**src/common/smabp_pkg.sv**
```systemverilog
// Constants, command type and pattern decoder for the register map
// select and bit protection block.
// Assumes an 8-bit direct address and an 8-bit data path from the CPU core.

package smabp_pkg;

    // ****************************************************************
    // Addresses
    // ****************************************************************
    localparam logic [7:0] SFR_BASE     = 8'h80;  // Lowest direct address of the register area
    localparam logic [7:0] SYSCTL_ADDR  = 8'h8f;  // System control, seen in both areas
    localparam logic [7:0] KEY_ADDR     = 8'hbb;  // Protection key, standard area only

    // ****************************************************************
    // Fields and reset values
    // ****************************************************************
    localparam int         MAP_SEL_BIT  = 0;
    localparam int         MODE_LSB     = 0;
    localparam int         MODE_MSB     = 1;
    localparam int         STATUS_BIT   = 2;
    localparam int         PASS_LSB     = 3;
    localparam int         PASS_MSB     = 7;
    localparam logic [7:0] SYSCTL_RESET = 8'h00;
    localparam logic [7:0] KEY_RESET    = 8'h07;
    localparam logic [1:0] MODE_RESET   = 2'h3;
    localparam logic [1:0] MODE_OFF     = 2'h0;
    localparam logic       LOCK_RESET   = 1'b1;

    // ****************************************************************
    // Password patterns
    // ****************************************************************
    localparam logic [4:0] PASS_MODE    = 5'h18;  // Loads the scheme mode
    localparam logic [4:0] PASS_OPEN    = 5'h13;  // Opens protected bits
    localparam logic [4:0] PASS_CLOSE   = 5'h15;  // Closes protected bits

    typedef enum logic [1:0] {
        CMD_NONE,
        CMD_MODE,
        CMD_OPEN,
        CMD_CLOSE
    } smabp_cmd_e;

    // Classify a byte written to the key register
    function automatic smabp_cmd_e decode_pass(input logic [7:0] data);
        logic [4:0] pass;
        pass = data[PASS_MSB:PASS_LSB];
        if (pass == PASS_MODE) begin
            return CMD_MODE;
        end else if (pass == PASS_OPEN) begin
            return CMD_OPEN;
        end else if (pass == PASS_CLOSE) begin
            return CMD_CLOSE;
        end
        return CMD_NONE;
    endfunction

endpackage

```
**src/smabp_sfr_map.sv**
```systemverilog
// Register area select and bit protection front end for the CPU's
// direct accesses at 0x80 and above.
// Assumes one-cycle read and write strobes from the core, synchronous to
// clk_in, and register areas that act on the registered fwd_* outputs.
`timescale 1ns/1ps

module smabp_sfr_map (
    input  wire logic       clk_in,
    input  wire logic       rst_in,
    input  wire logic [7:0] addr_in,
    input  wire logic       rd_in,
    input  wire logic       wr_in,
    input  wire logic [7:0] wdata_in,
    input  wire logic [7:0] prot_mask_in,
    output logic      [7:0] rd_data_out,
    output logic            rd_hit_out,
    output logic      [7:0] fwd_addr_out,
    output logic      [7:0] fwd_wdata_out,
    output logic      [7:0] fwd_wmask_out,
    output logic            fwd_std_wr_out,
    output logic            fwd_std_rd_out,
    output logic            fwd_map_wr_out,
    output logic            fwd_map_rd_out,
    output logic            register_map_select_out,
    output logic      [1:0] prot_mode_out,
    output logic            prot_status_out
);

    // ****************************************************************
    // Address decode
    // ****************************************************************
    logic       in_sfr;
    logic       hit_sysctl;
    logic       hit_key;
    logic       own_hit;
    logic       fwd_go;
    logic       key_wr;
    logic [6:0] sysctl_spare;
    logic [7:0] sysctl_value;
    logic [7:0] key_value;
    logic [7:0] next_rd_data;
    logic [7:0] next_wmask;

    // Addresses below the base belong to plain data memory
    assign in_sfr     = (addr_in >= smabp_pkg::SFR_BASE);
    // Control register answers in both areas so software can always switch back
    assign hit_sysctl = in_sfr && (addr_in == smabp_pkg::SYSCTL_ADDR);
    assign hit_key    = in_sfr && (addr_in == smabp_pkg::KEY_ADDR) && !register_map_select_out;
    assign own_hit    = hit_sysctl || hit_key;
    assign fwd_go     = in_sfr && !own_hit;
    assign key_wr     = wr_in && hit_key;

    // ****************************************************************
    // Read values
    // ****************************************************************
    // Password field is write-only and reads as zero
    assign sysctl_value = {sysctl_spare, register_map_select_out};
    assign key_value    = {5'h00, prot_status_out, prot_mode_out};
    assign next_rd_data = hit_sysctl ? sysctl_value : (hit_key ? key_value : 8'h00);
    // Closed lock strips the protected lanes; no error is flagged
    assign next_wmask   = prot_status_out ? ~prot_mask_in : 8'hff;

    // ****************************************************************
    // Key unit
    // ****************************************************************
    smabp_key_unit i_smabp_key_unit (
        .clk_in     (clk_in),
        .rst_in     (rst_in),
        .wr_in      (key_wr),
        .wdata_in   (wdata_in),
        .mode_out   (prot_mode_out),
        .status_out (prot_status_out)
    );

    // ****************************************************************
    // System control register
    // ****************************************************************
    // Map select only moves on a software write
    always_ff @(posedge clk_in or posedge rst_in) begin
        if (rst_in) begin
            register_map_select_out <= smabp_pkg::SYSCTL_RESET[smabp_pkg::MAP_SEL_BIT];
            sysctl_spare            <= smabp_pkg::SYSCTL_RESET[7:1];
        end else if (wr_in && hit_sysctl) begin
            register_map_select_out <= wdata_in[smabp_pkg::MAP_SEL_BIT];
            sysctl_spare            <= wdata_in[7:1];
        end
    end

    // ****************************************************************
    // Read port
    // ****************************************************************
    // One cycle read latency for the block's own registers
    always_ff @(posedge clk_in or posedge rst_in) begin
        if (rst_in) begin
            rd_data_out <= 8'h00;
            rd_hit_out  <= 1'b0;
        end else begin
            rd_data_out <= rd_in ? next_rd_data : 8'h00;
            rd_hit_out  <= rd_in && own_hit;
        end
    end

    // ****************************************************************
    // Area forwarding
    // ****************************************************************
    // Area chosen by the select value in force when the access arrives;
    // a write to 0x8f steers only the accesses after it
    always_ff @(posedge clk_in or posedge rst_in) begin
        if (rst_in) begin
            fwd_addr_out   <= 8'h00;
            fwd_wdata_out  <= 8'h00;
            fwd_wmask_out  <= 8'h00;
            fwd_std_wr_out <= 1'b0;
            fwd_std_rd_out <= 1'b0;
            fwd_map_wr_out <= 1'b0;
            fwd_map_rd_out <= 1'b0;
        end else begin
            fwd_addr_out   <= addr_in;
            fwd_wdata_out  <= wdata_in;
            fwd_wmask_out  <= next_wmask;
            fwd_std_wr_out <= wr_in && fwd_go && !register_map_select_out;
            fwd_std_rd_out <= rd_in && fwd_go && !register_map_select_out;
            fwd_map_wr_out <= wr_in && fwd_go && register_map_select_out;
            fwd_map_rd_out <= rd_in && fwd_go && register_map_select_out;
        end
    end

    smabp_pkg::smabp_cmd_e key_cmd;
    logic                  first_after_rst;

    assign key_cmd = key_wr ? smabp_pkg::decode_pass(wdata_in) : smabp_pkg::CMD_NONE;

    // Marks the first cycle after reset release
    always_ff @(posedge clk_in or posedge rst_in) begin
        if (rst_in) begin
            first_after_rst <= 1'b1;
        end else begin
            first_after_rst <= 1'b0;
        end
    end
endmodule

```
**src/smabp_key_unit.sv**
```systemverilog
// Password state of the bit protection scheme: mode field and lock.
// Assumes the caller asserts wr_in only for a write to the key register.
`timescale 1ns/1ps

module smabp_key_unit (
    input  wire logic       clk_in,
    input  wire logic       rst_in,
    input  wire logic       wr_in,
    input  wire logic [7:0] wdata_in,
    output logic      [1:0] mode_out,
    output logic            status_out
);

    // ****************************************************************
    // Pattern decode
    // ****************************************************************
    smabp_pkg::smabp_cmd_e cmd;
    logic                  locked;
    logic            [1:0] next_mode;
    logic                  next_locked;
    logic                  scheme_on;

    // Only the three patterns act; all else is dropped
    assign cmd         = wr_in ? smabp_pkg::decode_pass(wdata_in) : smabp_pkg::CMD_NONE;
    assign scheme_on   = (mode_out != smabp_pkg::MODE_OFF);
    // Mode bits only move alongside the mode pattern
    assign next_mode   = (cmd == smabp_pkg::CMD_MODE) ?
                         wdata_in[smabp_pkg::MODE_MSB:smabp_pkg::MODE_LSB] : mode_out;
    assign next_locked = (cmd == smabp_pkg::CMD_OPEN) ? 1'b0 :
                         ((cmd == smabp_pkg::CMD_CLOSE) && scheme_on) ? 1'b1 :
                         locked;

    // ****************************************************************
    // State
    // ****************************************************************
    // Status is stored, not derived, so the output is a plain flop
    always_ff @(posedge clk_in or posedge rst_in) begin
        if (rst_in) begin
            mode_out   <= smabp_pkg::MODE_RESET;
            locked     <= smabp_pkg::LOCK_RESET;
            status_out <= smabp_pkg::LOCK_RESET;
        end else begin
            mode_out   <= next_mode;
            locked     <= next_locked;
            status_out <= next_locked && (next_mode != smabp_pkg::MODE_OFF);
        end
    end

endmodule

```
**config.mk**
```make
export PLATFORM = sky130hd
export DESIGN_NAME = smabp_sfr_map
export DESIGN_NICKNAME = d
export VERILOG_FILES = /design/src/common/smabp_pkg.sv /design/src/smabp_sfr_map.sv /design/src/smabp_key_unit.sv
export SDC_FILE = /design/constraint.sdc
export NUM_CORES = 1
export LEC_CHECK = 0
export ABC_CLOCK_PERIOD_IN_PS = 1900
export BUFFER_PORTS_ARGS = -buffer_cell sky130_fd_sc_hd__buf_4
export CAP_MARGIN = 5
export CORE_ASPECT_RATIO = 0.8
export CORE_MARGIN = 3
export CORE_UTILIZATION = 46
export CTS_CLUSTER_SIZE = 20
export DETAILED_ROUTE_END_ITERATION = 8
export GPL_TIMING_DRIVEN = 0
export PLACE_DENSITY = 0.81
export SLEW_MARGIN = 30
export SYNTH_ARGS = -nofsm -noshare
export SYNTH_HDL_FRONTEND = slang
export SYNTH_SLANG_ARGS = --single-unit
```
**constraint.sdc**
```tcl
create_clock -name clk_in -period 1.9 [get_ports clk_in]
set_clock_uncertainty 0.2 [all_clocks]
set_input_delay 0 -clock clk_in [delete_from_list [all_inputs] [get_ports clk_in]]
set_output_delay 0 -clock clk_in [all_outputs]
set_load 0.01 [all_outputs]
```
**Word level (Yosys, flattened, before mapping)**

Cells that the tools add are included.

- Magnitude comparators: 1
- Eq/ne operators: 8
- Mux-type cells: 15
- Bitwise gates (word level): 1
- Reduce and logical (&&, ||, !) cells: 20

Operator list:

| operator | number |
|---|---|
| 8-bit 2-to-1 mux | 3 |
| 8-bit equality test (second input constant) | 2 |
| 5-bit equality test (second input constant) | 3 |
| 1-bit logical AND | 15 |
| 2-bit 2-to-1 mux | 6 |
| 8-bit greater-or-equal comparator (second input constant) | 1 |
| 8-bit inverter | 1 |
| 1-bit 2-to-1 mux | 5 |
| 2-bit equality test (second input constant) | 2 |
| 2-bit nonzero test | 2 |
| 3-bit 2-to-1 mux | 1 |
| 2-bit by 1-bit equality test with 1-bit output (second input constant) | 1 |
| 1-bit logical NOT | 2 |
| 1-bit logical OR | 1 |

- Register bits: 49
- Output and inout bits: 41

**Logic depth before layout (Yosys ltp)**

Gate-level depths: netlist of run 1.

- Depth in word-level cells: 11
- Gate-level depth with buffers: 6
- Depth with buffers taken out: 5

**By module**

A second synthesis of run 1 with hierarchy kept.

- Cell total of the unflattened synthesis: 116
- Area, all modules: 1689.1 um^2

Modules (own cells, without submodules):

| module | instances | cells each | area each (um^2) |
|---|---|---|---|
| smabp_sfr_map | 1 | 97 | 1476.4 |
| smabp_key_unit | 1 | 19 | 212.7 |

**Worst setup path after synthesis of run 1**

Ideal clock, no wire load.

- Kind: register to register
- Start: reg register_map_select_out
- End: reg i_smabp_key_unit.status_out
- Arrival: 1394 ps
- Slack: 244 ps
- Stages on the path, launching flop included: 6
- Buffers on the path: 0
- Path through: dfrtp_1 nand4bb_4 nor3_4 a31oi_1 a41oi_2 o311a_1

- Longest elaborated chain between the ends: 9
- Elaborated cells on any way between the ends: 13

RTL lines:

| what | RTL line | RTL |
|---|---|---|
| start, declared | smabp_sfr_map.sv:24 | `output logic register_map_select_out,` |
| start signal, assigned | smabp_sfr_map.sv:81 | `register_map_select_out <= smabp_pkg::SYSCTL_RESET[smabp_pkg::MAP_SEL_BIT];` |
| start signal, assigned | smabp_sfr_map.sv:84 | `register_map_select_out <= wdata_in[smabp_pkg::MAP_SEL_BIT];` |
| 1-bit logical NOT (*) | smabp_sfr_map.sv:48 | `assign hit_key = in_sfr && (addr_in == smabp_pkg::KEY_ADDR) && !register_map_select_out;` |
| 1-bit logical AND (*) | smabp_sfr_map.sv:48 |  |
| 1-bit logical AND (*) | smabp_sfr_map.sv:51 | `assign key_wr = wr_in && hit_key;` |
| 2-bit 2-to-1 mux (*) | smabp_key_unit.sv:24 | `assign cmd = wr_in ? smabp_pkg::decode_pass(wdata_in) : smabp_pkg::CMD_NONE;` |
| 2-bit equality test | smabp_key_unit.sv:30 | `((cmd == smabp_pkg::CMD_CLOSE) && scheme_on) ? 1'b1 :` |
| 1-bit logical AND | smabp_key_unit.sv:30 |  |
| 1-bit 2-to-1 mux | smabp_key_unit.sv:30 |  |
| 1-bit 2-to-1 mux (*) | smabp_key_unit.sv:29 | `assign next_locked = (cmd == smabp_pkg::CMD_OPEN) ? 1'b0 :` |
| via i_smabp_key_unit.next_locked | smabp_key_unit.sv:20 | `logic next_locked;` |
| 1-bit logical AND (*) | smabp_key_unit.sv:45 | `status_out <= next_locked && (next_mode != smabp_pkg::MODE_OFF);` |
| end signal, assigned | smabp_key_unit.sv:41 | `status_out <= smabp_pkg::LOCK_RESET;` |
| end signal, assigned | smabp_key_unit.sv:45 |  |
| end, declared | smabp_key_unit.sv:11 | `output logic status_out` |

Mark *: on every way through the listed nets, which the timed path passes. The rest lies on a longest branch.
A chain may end at the register's enable or synchronous reset.

**Worst setup path in the final report of run 1**

- Start: in addr_in[7]
- End: reg sysctl_spare[3]

- Longest elaborated chain between the ends: 3
- Elaborated cells on any way between the ends: 4

RTL lines:

| what | RTL line | RTL |
|---|---|---|
| start, declared | smabp_sfr_map.sv:10 | `input wire logic [7:0] addr_in,` |
| 8-bit greater-or-equal comparator or 8-bit equality test (tied branches) | smabp_sfr_map.sv:45, smabp_sfr_map.sv:47 |  |
| 1-bit logical AND (*) | smabp_sfr_map.sv:47 | `assign hit_sysctl = in_sfr && (addr_in == smabp_pkg::SYSCTL_ADDR);` |
| 1-bit logical AND (*) | smabp_sfr_map.sv:83 | `end else if (wr_in && hit_sysctl) begin` |
| end signal, assigned | smabp_sfr_map.sv:82 | `sysctl_spare <= smabp_pkg::SYSCTL_RESET[7:1];` |
| end signal, assigned | smabp_sfr_map.sv:85 | `sysctl_spare <= wdata_in[7:1];` |
| end, declared | smabp_sfr_map.sv:38 | `logic [6:0] sysctl_spare;` |

Mark *: on every way between the ends. The rest lies on a longest branch, timed or not.

==> results.tsv, run 1 <==
metric	value	unit
grt_max_degree	27	
netlist_area	1684	um2
detail-route-antenna-nets	0	
power_leakage	1.299	nW
period_share	97.05	%
utilization	77.47	%
swShare	20.80	%
crit_arrival	1.84	ns
setup_viol	0	
power.total	2.038	mW
die_h	60.12	um
drv_cap	0	
p_per_area	757.8	nW/um2
grt_pass1_vias	1381	
met3_length	358	um
tns	0	ns
num-nets-final	243	
met2_length	2.231	mm
top_layer_used	met4	
drc	0	
syn2layout_area_growth	59.66	%
clk-insertion-delay-late	0.30	ns
wl	4.312	mm
cp_max_fo	8	
cp.required	1.89	ns
start_util	48.52	%
path_clk_slew	0.09	ns
p_seq_share	52.8	%
clockRootBuffer	clkbuf_8	
wl_per_cell	16.71	um
diodes	0	
antenna_found_initial	0	
clockPowerShare	37.1	%
drtPass1Iterations	4	
ys_warn_count	0	
end_kind	register	
p_switching	0.4238	mW
overflow	0	
cts_tree	yes	
timing.fmax	0.5423	GHz
ys_ff_latch	49	
die_w	73.65	um
syn_inst	110	
synth.net_count	138	
dp_hpwl	2.727	mm
vias_per_cell	4.926	
numPortBuffers	68	
die_area	4428	um2
cp_cell_sequence	dlygate4sd3_1 > buf_4 > nand4_4 > nor2_2 > and4_1 > and2_1 > buf_4 > mux2_2	
internal_power	1.614	mW
worst_pin_slew	0.5760	ns
ios	69	
place_ws	0.03038	ns
ir_drop	0.5116	mV
cts_max_path_buffers	2	
rows	19	
core_area	3471	um2
worstSetupStartpointType	primary input	
cpMostUsedCell	buf_4	
slowest_delay	0.55	ns
relSlewSlack	61.54	%
track_usage	20.91	%
seq_area_frac_synth	73.11	%
synth_cell_types	27	
finalHoldViolations	0	
grt_pass1_wl	6.610	mm
drive_above_1_share	48.15	%
vias	1271	
gp_congestion	0.7438	
drt-met1-wl	1.662	mm
syn_area_per_cell	15.31	um2
finalMaxSlewViolations	0	
combPwrFrac	10.1	%
period_minus_slack	1.844	ns
crit_type	in -> reg	
outcome	completed	
clock_sinks	49	
hp-class	in -> async	
cts_made_buffers	5	
htree_num_levels	2	
cp_slowest_cell	dlygate4sd3_1	
postLayoutSetupSlackWorst	0.05611	ns
drt_iter0_drc	41	
==> cell usage in the layout, fill, tap and decap left out, types with 2 or more instances in the layout <==
master / count
buf_4: 71
dfrtp_1: 44
dlygate4sd3_1: 27
mux2_2: 10
nand2_1: 10
clkbuf_8: 6
and3_1: 5
nor2_1: 4
nor2b_1: 4
dfstp_2: 4
and2_1: 3
clkbuf_1: 3
a22oi_1: 3
nor3_1: 2
and3_2: 2
==> per-stage QoR <==
step	instance area, um2	instances	hold WS [ns]
after global routing	2689	258	0.1423
after CTS	2669	257	0.1316
after global placement	2247	220	-0.07726
final	2689	258	0.1171
after floorplan	1684	110	-0.1686
after detailed placement	2275	221	-0.1008
==> worst max-delay path: cells and delay by family <==
kind          cells  cell delay, ns
buf+inv           3            0.87
mux               1            0.35
simple gates      4            0.61
==> final timing paths <==
kind | from | to | slack [ns] | cells after the start
max in group asynchronous | rst_in | i_smabp_key_unit.status_out$_DFF_PP1_ | 0.80 | 4
worst max-delay path | addr_in[7] | sysctl_spare[3]$_DFFE_PP0P_ | 0.06 | 8
worst max register to register | register_map_select_out$_DFFE_PP0P_ | i_smabp_key_unit.status_out$_DFF_PP1_ | 0.09 | 4
min in group clk_in | wdata_in[2] | fwd_wdata_out[2]$_DFF_PP0_ | 0.16 | 2
worst min-delay path | rst_in | fwd_addr_out[4]$_DFF_PP0_ | 0.12 | 3
worst min register to register | sysctl_spare[4]$_DFFE_PP0P_ | sysctl_spare[4]$_DFFE_PP0P_ | 0.31 | 1
==> registers in the layout (all words and copies together) (netlist names), 2 cells and up <==
| name | flops |
|---|---|
| fwd_addr_out | 8 |
| fwd_wdata_out | 8 |
| fwd_wmask_out | 8 |
| rd_data_out | 8 |
| sysctl_spare | 7 |
| i_smabp_key_unit.mode_out | 2 |
==> repair_timing <==
action | in CTS | in global routing
resized for setup | 0 | 3
hold endpoints to repair | 89 | 0
hold buffers | 27 | 0
setup buffers | 1 | 1
endpoints found under the setup margin | 1 | 12
pin swaps | 1 | 2
gates cloned | 0 | 0
==> Yosys cell counts <==
master     count  area [um2]
dfrtp_1       45        1126
nor2b_1        4       25.02
nor4b_1        1       8.760
nand4_1        1       6.260
a41oi_2        1       16.27
buf_2          1       5.000
o311a_1        1       10.01
buf_4          1       7.510
nor3_1         2       10.01
o21a_1         1       7.510
nand4bb_4      1       27.53
nor2_1         5       18.77
and3_2         2       15.01
clkbuf_1       2       7.510
and4_1         1       8.760
a31oi_1        1       6.260
nand4_2        1       12.51
nor3_4         1       16.27
mux2_2        10       112.6
inv_1          1       3.750
xnor2_1        1       8.760
dfstp_2        4       105.1
a22oi_1        3       22.52
nand2_1       10       37.54
and2b_2        1       8.760
and2_1         3       18.77
and3_1         5       31.28
==> power by group through the flow <==
stage	Clock, mW	Combinational [mW]	Sequential, mW
floorplan	0	0.0373	1.11
global placement	0	0.144	1.09
global route	0.818	0.221	1.08
detailed placement	0	0.157	1.10
finish	0.756	0.205	1.08
CTS	0.765	0.203	1.08
==> cells by family after synthesis <==
| kind of cell | count (synthesis) | synth area share [%] |
|---|---|---|
| flip-flops | 49 | 73.11 |
| AND/OR/NAND/NOR | 38 | 14.56 |
| multiplexers | 10 | 6.687 |
| AO/OA/AOI/OAI | 7 | 3.715 |
| buffers and inverters | 5 | 1.411 |
| XOR/XNOR | 1 | 0.5202 |
==> layout make-up <==
type	instances	area, um2
multi-input cells	56	440.4
clock inverters	1	30.03
clock buffers	7	86.33
plain buffers	4	20.02
flip-flops and latches	49	1232
well taps	42	52.55
fillers	213	782.0
inverters	1	3.754
repair buffers	98	823.3
==> metal layers <==
metal	global-route usage (%)	up-vias
met3	7.227	9
met4	8.269	0
met1	24.34	621
met5	0	-
met2	35.61	57
li1	-	584
No activity file was read; power rests on OpenSTA's default activity.
==> run 2: changes to the inputs <==
--- a/config.mk
+++ b/config.mk
@@ -10,12 +10,13 @@
 export CAP_MARGIN = 5
 export CORE_ASPECT_RATIO = 0.8
 export CORE_MARGIN = 3
-export CORE_UTILIZATION = 46
+export CORE_UTILIZATION = 47
 export CTS_CLUSTER_SIZE = 20
 export DETAILED_ROUTE_END_ITERATION = 8
 export GPL_TIMING_DRIVEN = 0
-export PLACE_DENSITY = 0.81
+export PLACE_DENSITY = 0.82
 export SLEW_MARGIN = 30
 export SYNTH_ARGS = -nofsm -noshare
 export SYNTH_HDL_FRONTEND = slang
+export SYNTH_HIERARCHICAL = 1
 export SYNTH_SLANG_ARGS = --single-unit
==> run 2 against run 1 <==
Count of clock-buffer cells in the layout is 2 lower. Worst hold slack worse by 0.057 ns. Sequential power hardly changed. Maximum frequency is 0.49% higher. Core utilization is 4.6 points higher. Routed wire length is 2.1% higher. Largest cell class unchanged. Combinational power hardly changed. Synthesized area is 0.30% higher. Non-clock buffer count is 3 lower.
==> results.tsv, run 2 <==
metric	value	unit
outcome	completed	
hp-class	in -> async	
power.total	2.023	mW
track_usage	22.12	%
vias	1352	
diodes	0	
regArea	1231	um2
drive_above_1_share	45.05	%
crit_arrival	1.88	ns
synth.net_count	144	
dp_hpwl	2.721	mm
worst_pin_slew	0.4271	ns
start_util	51.72	%
place_ws	-0.1723	ns
postLayoutSetupSlackWorst	0.06514	ns
cp.required	1.94	ns
fin_cells	262	
synth_area_leaders	dfrtp_1 67%, dfstp_2 6.2%, mux2_2 5.3%	
synth_cell_types	22	
fillers	174	
whs	0.05980	ns
multiInputGateArea	426.7	um2
rows	18	
place_inst	225	
crit_type	in -> reg	
synth_top_family_by_area	simple AND/OR/NAND/NOR gates	
antenna_found_initial	0	
synth_top_area_share	66.67	%
die_w	73.03	um
cts_made_buffers	5	
drv_cap	0	
clk-insertion-delay-late	0.30	ns
synth_adder_area_share	0	%
period_share	96.57	%
numPortBuffers	68	
overflow	0	
core_area	3266	um2
ir_drop	0.5797	mV
cp_max_fo	5	
drtPass1Iterations	4	
relSlewSlack	71.53	%
ys_warn_count	6	
yosysMostFrequentCell	dfrtp_1	
clock_sinks	49	
grt_max_degree	28	
syn_inst	116	
gp_congestion	0.7917	
synthSimpleGateAreaFrac	12.30	%
syn2layout_area_growth	58.67	%
tns	0	ns
finalMaxSlewViolations	0	
synth_xor_area_share	0	%
cts_max_path_buffers	2	
ios	69	
die_h	59.62	um
yosysTopAreaCell	dfrtp_1	
period_minus_slack	1.835	ns
final_area	2680	um2
ys_ff_latch	49	
timing.fmax	0.5450	GHz
muxShareOfSynthArea	6.667	%
num-nets-final	249	
p_per_area	754.9	nW/um2
synth_enable_flop_cells	0	
utilization	82.07	%
synthTopCellsByCount	45 x dfrtp_1, 14 x nor2_1, 11 x nand2_1	
vias_per_cell	5.160	
cts_tree	yes	
drc	0	
dpl_cell_area	2270	um2
setup_viol	0	
grt_pass1_vias	1434	
finalHoldViolations	0	
seq_area_frac_synth	72.89	%
path_clk_slew	0.09	ns
detail-route-antenna-nets	0	
grt_pass1_wl	7.127	mm
die_area	4354	um2
wl	4.403	mm
syn_area_per_cell	14.56	um2
async_reset_ff_share	100.0	%
clockRootBuffer	clkbuf_8	
synth-main-ff-cell	dfrtp_1	
power_leakage	1.255	nW
drt_iter0_drc	92	
netlist_area	1689	um2
synth_compound_gate_area_share	5.704	%
wl_per_cell	16.81	um
htree_num_levels	2	
end_kind	register	
final_common_cell	buf_4	
worstSetupStartpointType	primary input	
layout_common_cells	70 x buf_4, 45 x dfrtp_1, 27 x dlygate4sd3_1	
-- run 2: repair_timing --
item	in CTS	in global routing
pin swaps	1	1
resized for setup	1	3
endpoints found under the hold margin	98	0
setup buffers	2	0
endpoints found under the setup margin	2	1
hold buffers	27	0
-- run 2: logic make-up after synthesis --
logic type             count (synthesis)
AO/OA/AOI/OAI                         11
AND/OR/NAND/NOR                       35
multiplexers                          10
buffers and inverters                 11
flip-flops                            49
-- run 2: final cells by class --
| cell class | count | area share, % |
|---|---|---|
| clock inverter | 3 | 1.727 |
| timing repair buffer | 98 | 30.44 |
| buffer | 1 | 0.1401 |
| inverter | 10 | 1.401 |
| clock buffer | 5 | 2.568 |
| multi-input combinational | 56 | 15.92 |
| sequential | 49 | 45.94 |
| tap | 40 | 1.867 |
-- run 2: final timing paths --
kind                                                startpoint                                    end  slack, ns  depth (start not counted)
setup reg to reg           register_map_select_out$_DFFE_PP0P_  i_smabp_key_unit/status_out$_DFF_PP1_       0.10                          7
setup / recovery                                    addr_in[1]  i_smabp_key_unit/status_out$_DFF_PP1_       0.07                          9
hold / removal                                          rst_in               fwd_std_wr_out$_DFF_PP0_       0.06                          3
min in group clk_in                                 addr_in[6]               rd_data_out[2]$_DFF_PP0_       0.07                          4
hold reg to reg                    sysctl_spare[3]$_DFFE_PP0P_               rd_data_out[4]$_DFF_PP0_       0.30                          2
max in group asynchronous                               rst_in            sysctl_spare[3]$_DFFE_PP0P_       0.96                          4
-- run 2: where the power goes --
part,internal (mW),switching [mW]
clock network,0.394,0.345
registers,1.07,0.0101
logic,0.116,0.0901
-- run 2: worst max-delay path, stage by stage --
cell and delay (ns):
dlygate4sd3_1 0.55, buf_4 0.13, and4b_4 0.29, nand2_2 0.11, nor2_4 0.15, nand4b_1 0.14, o21ai_1 0.17, o2bb2ai_1 0.15
o311a_1 0.19
-- run 2: metal layers --
layer	track usage [%]	vias up	part of all wire (%)
met2	39.87	66	50
met4	5.526	0	0.66
met3	5.254	5	8.1
met5	0	-	0
met1	26.70	677	41
li1	-	604	-
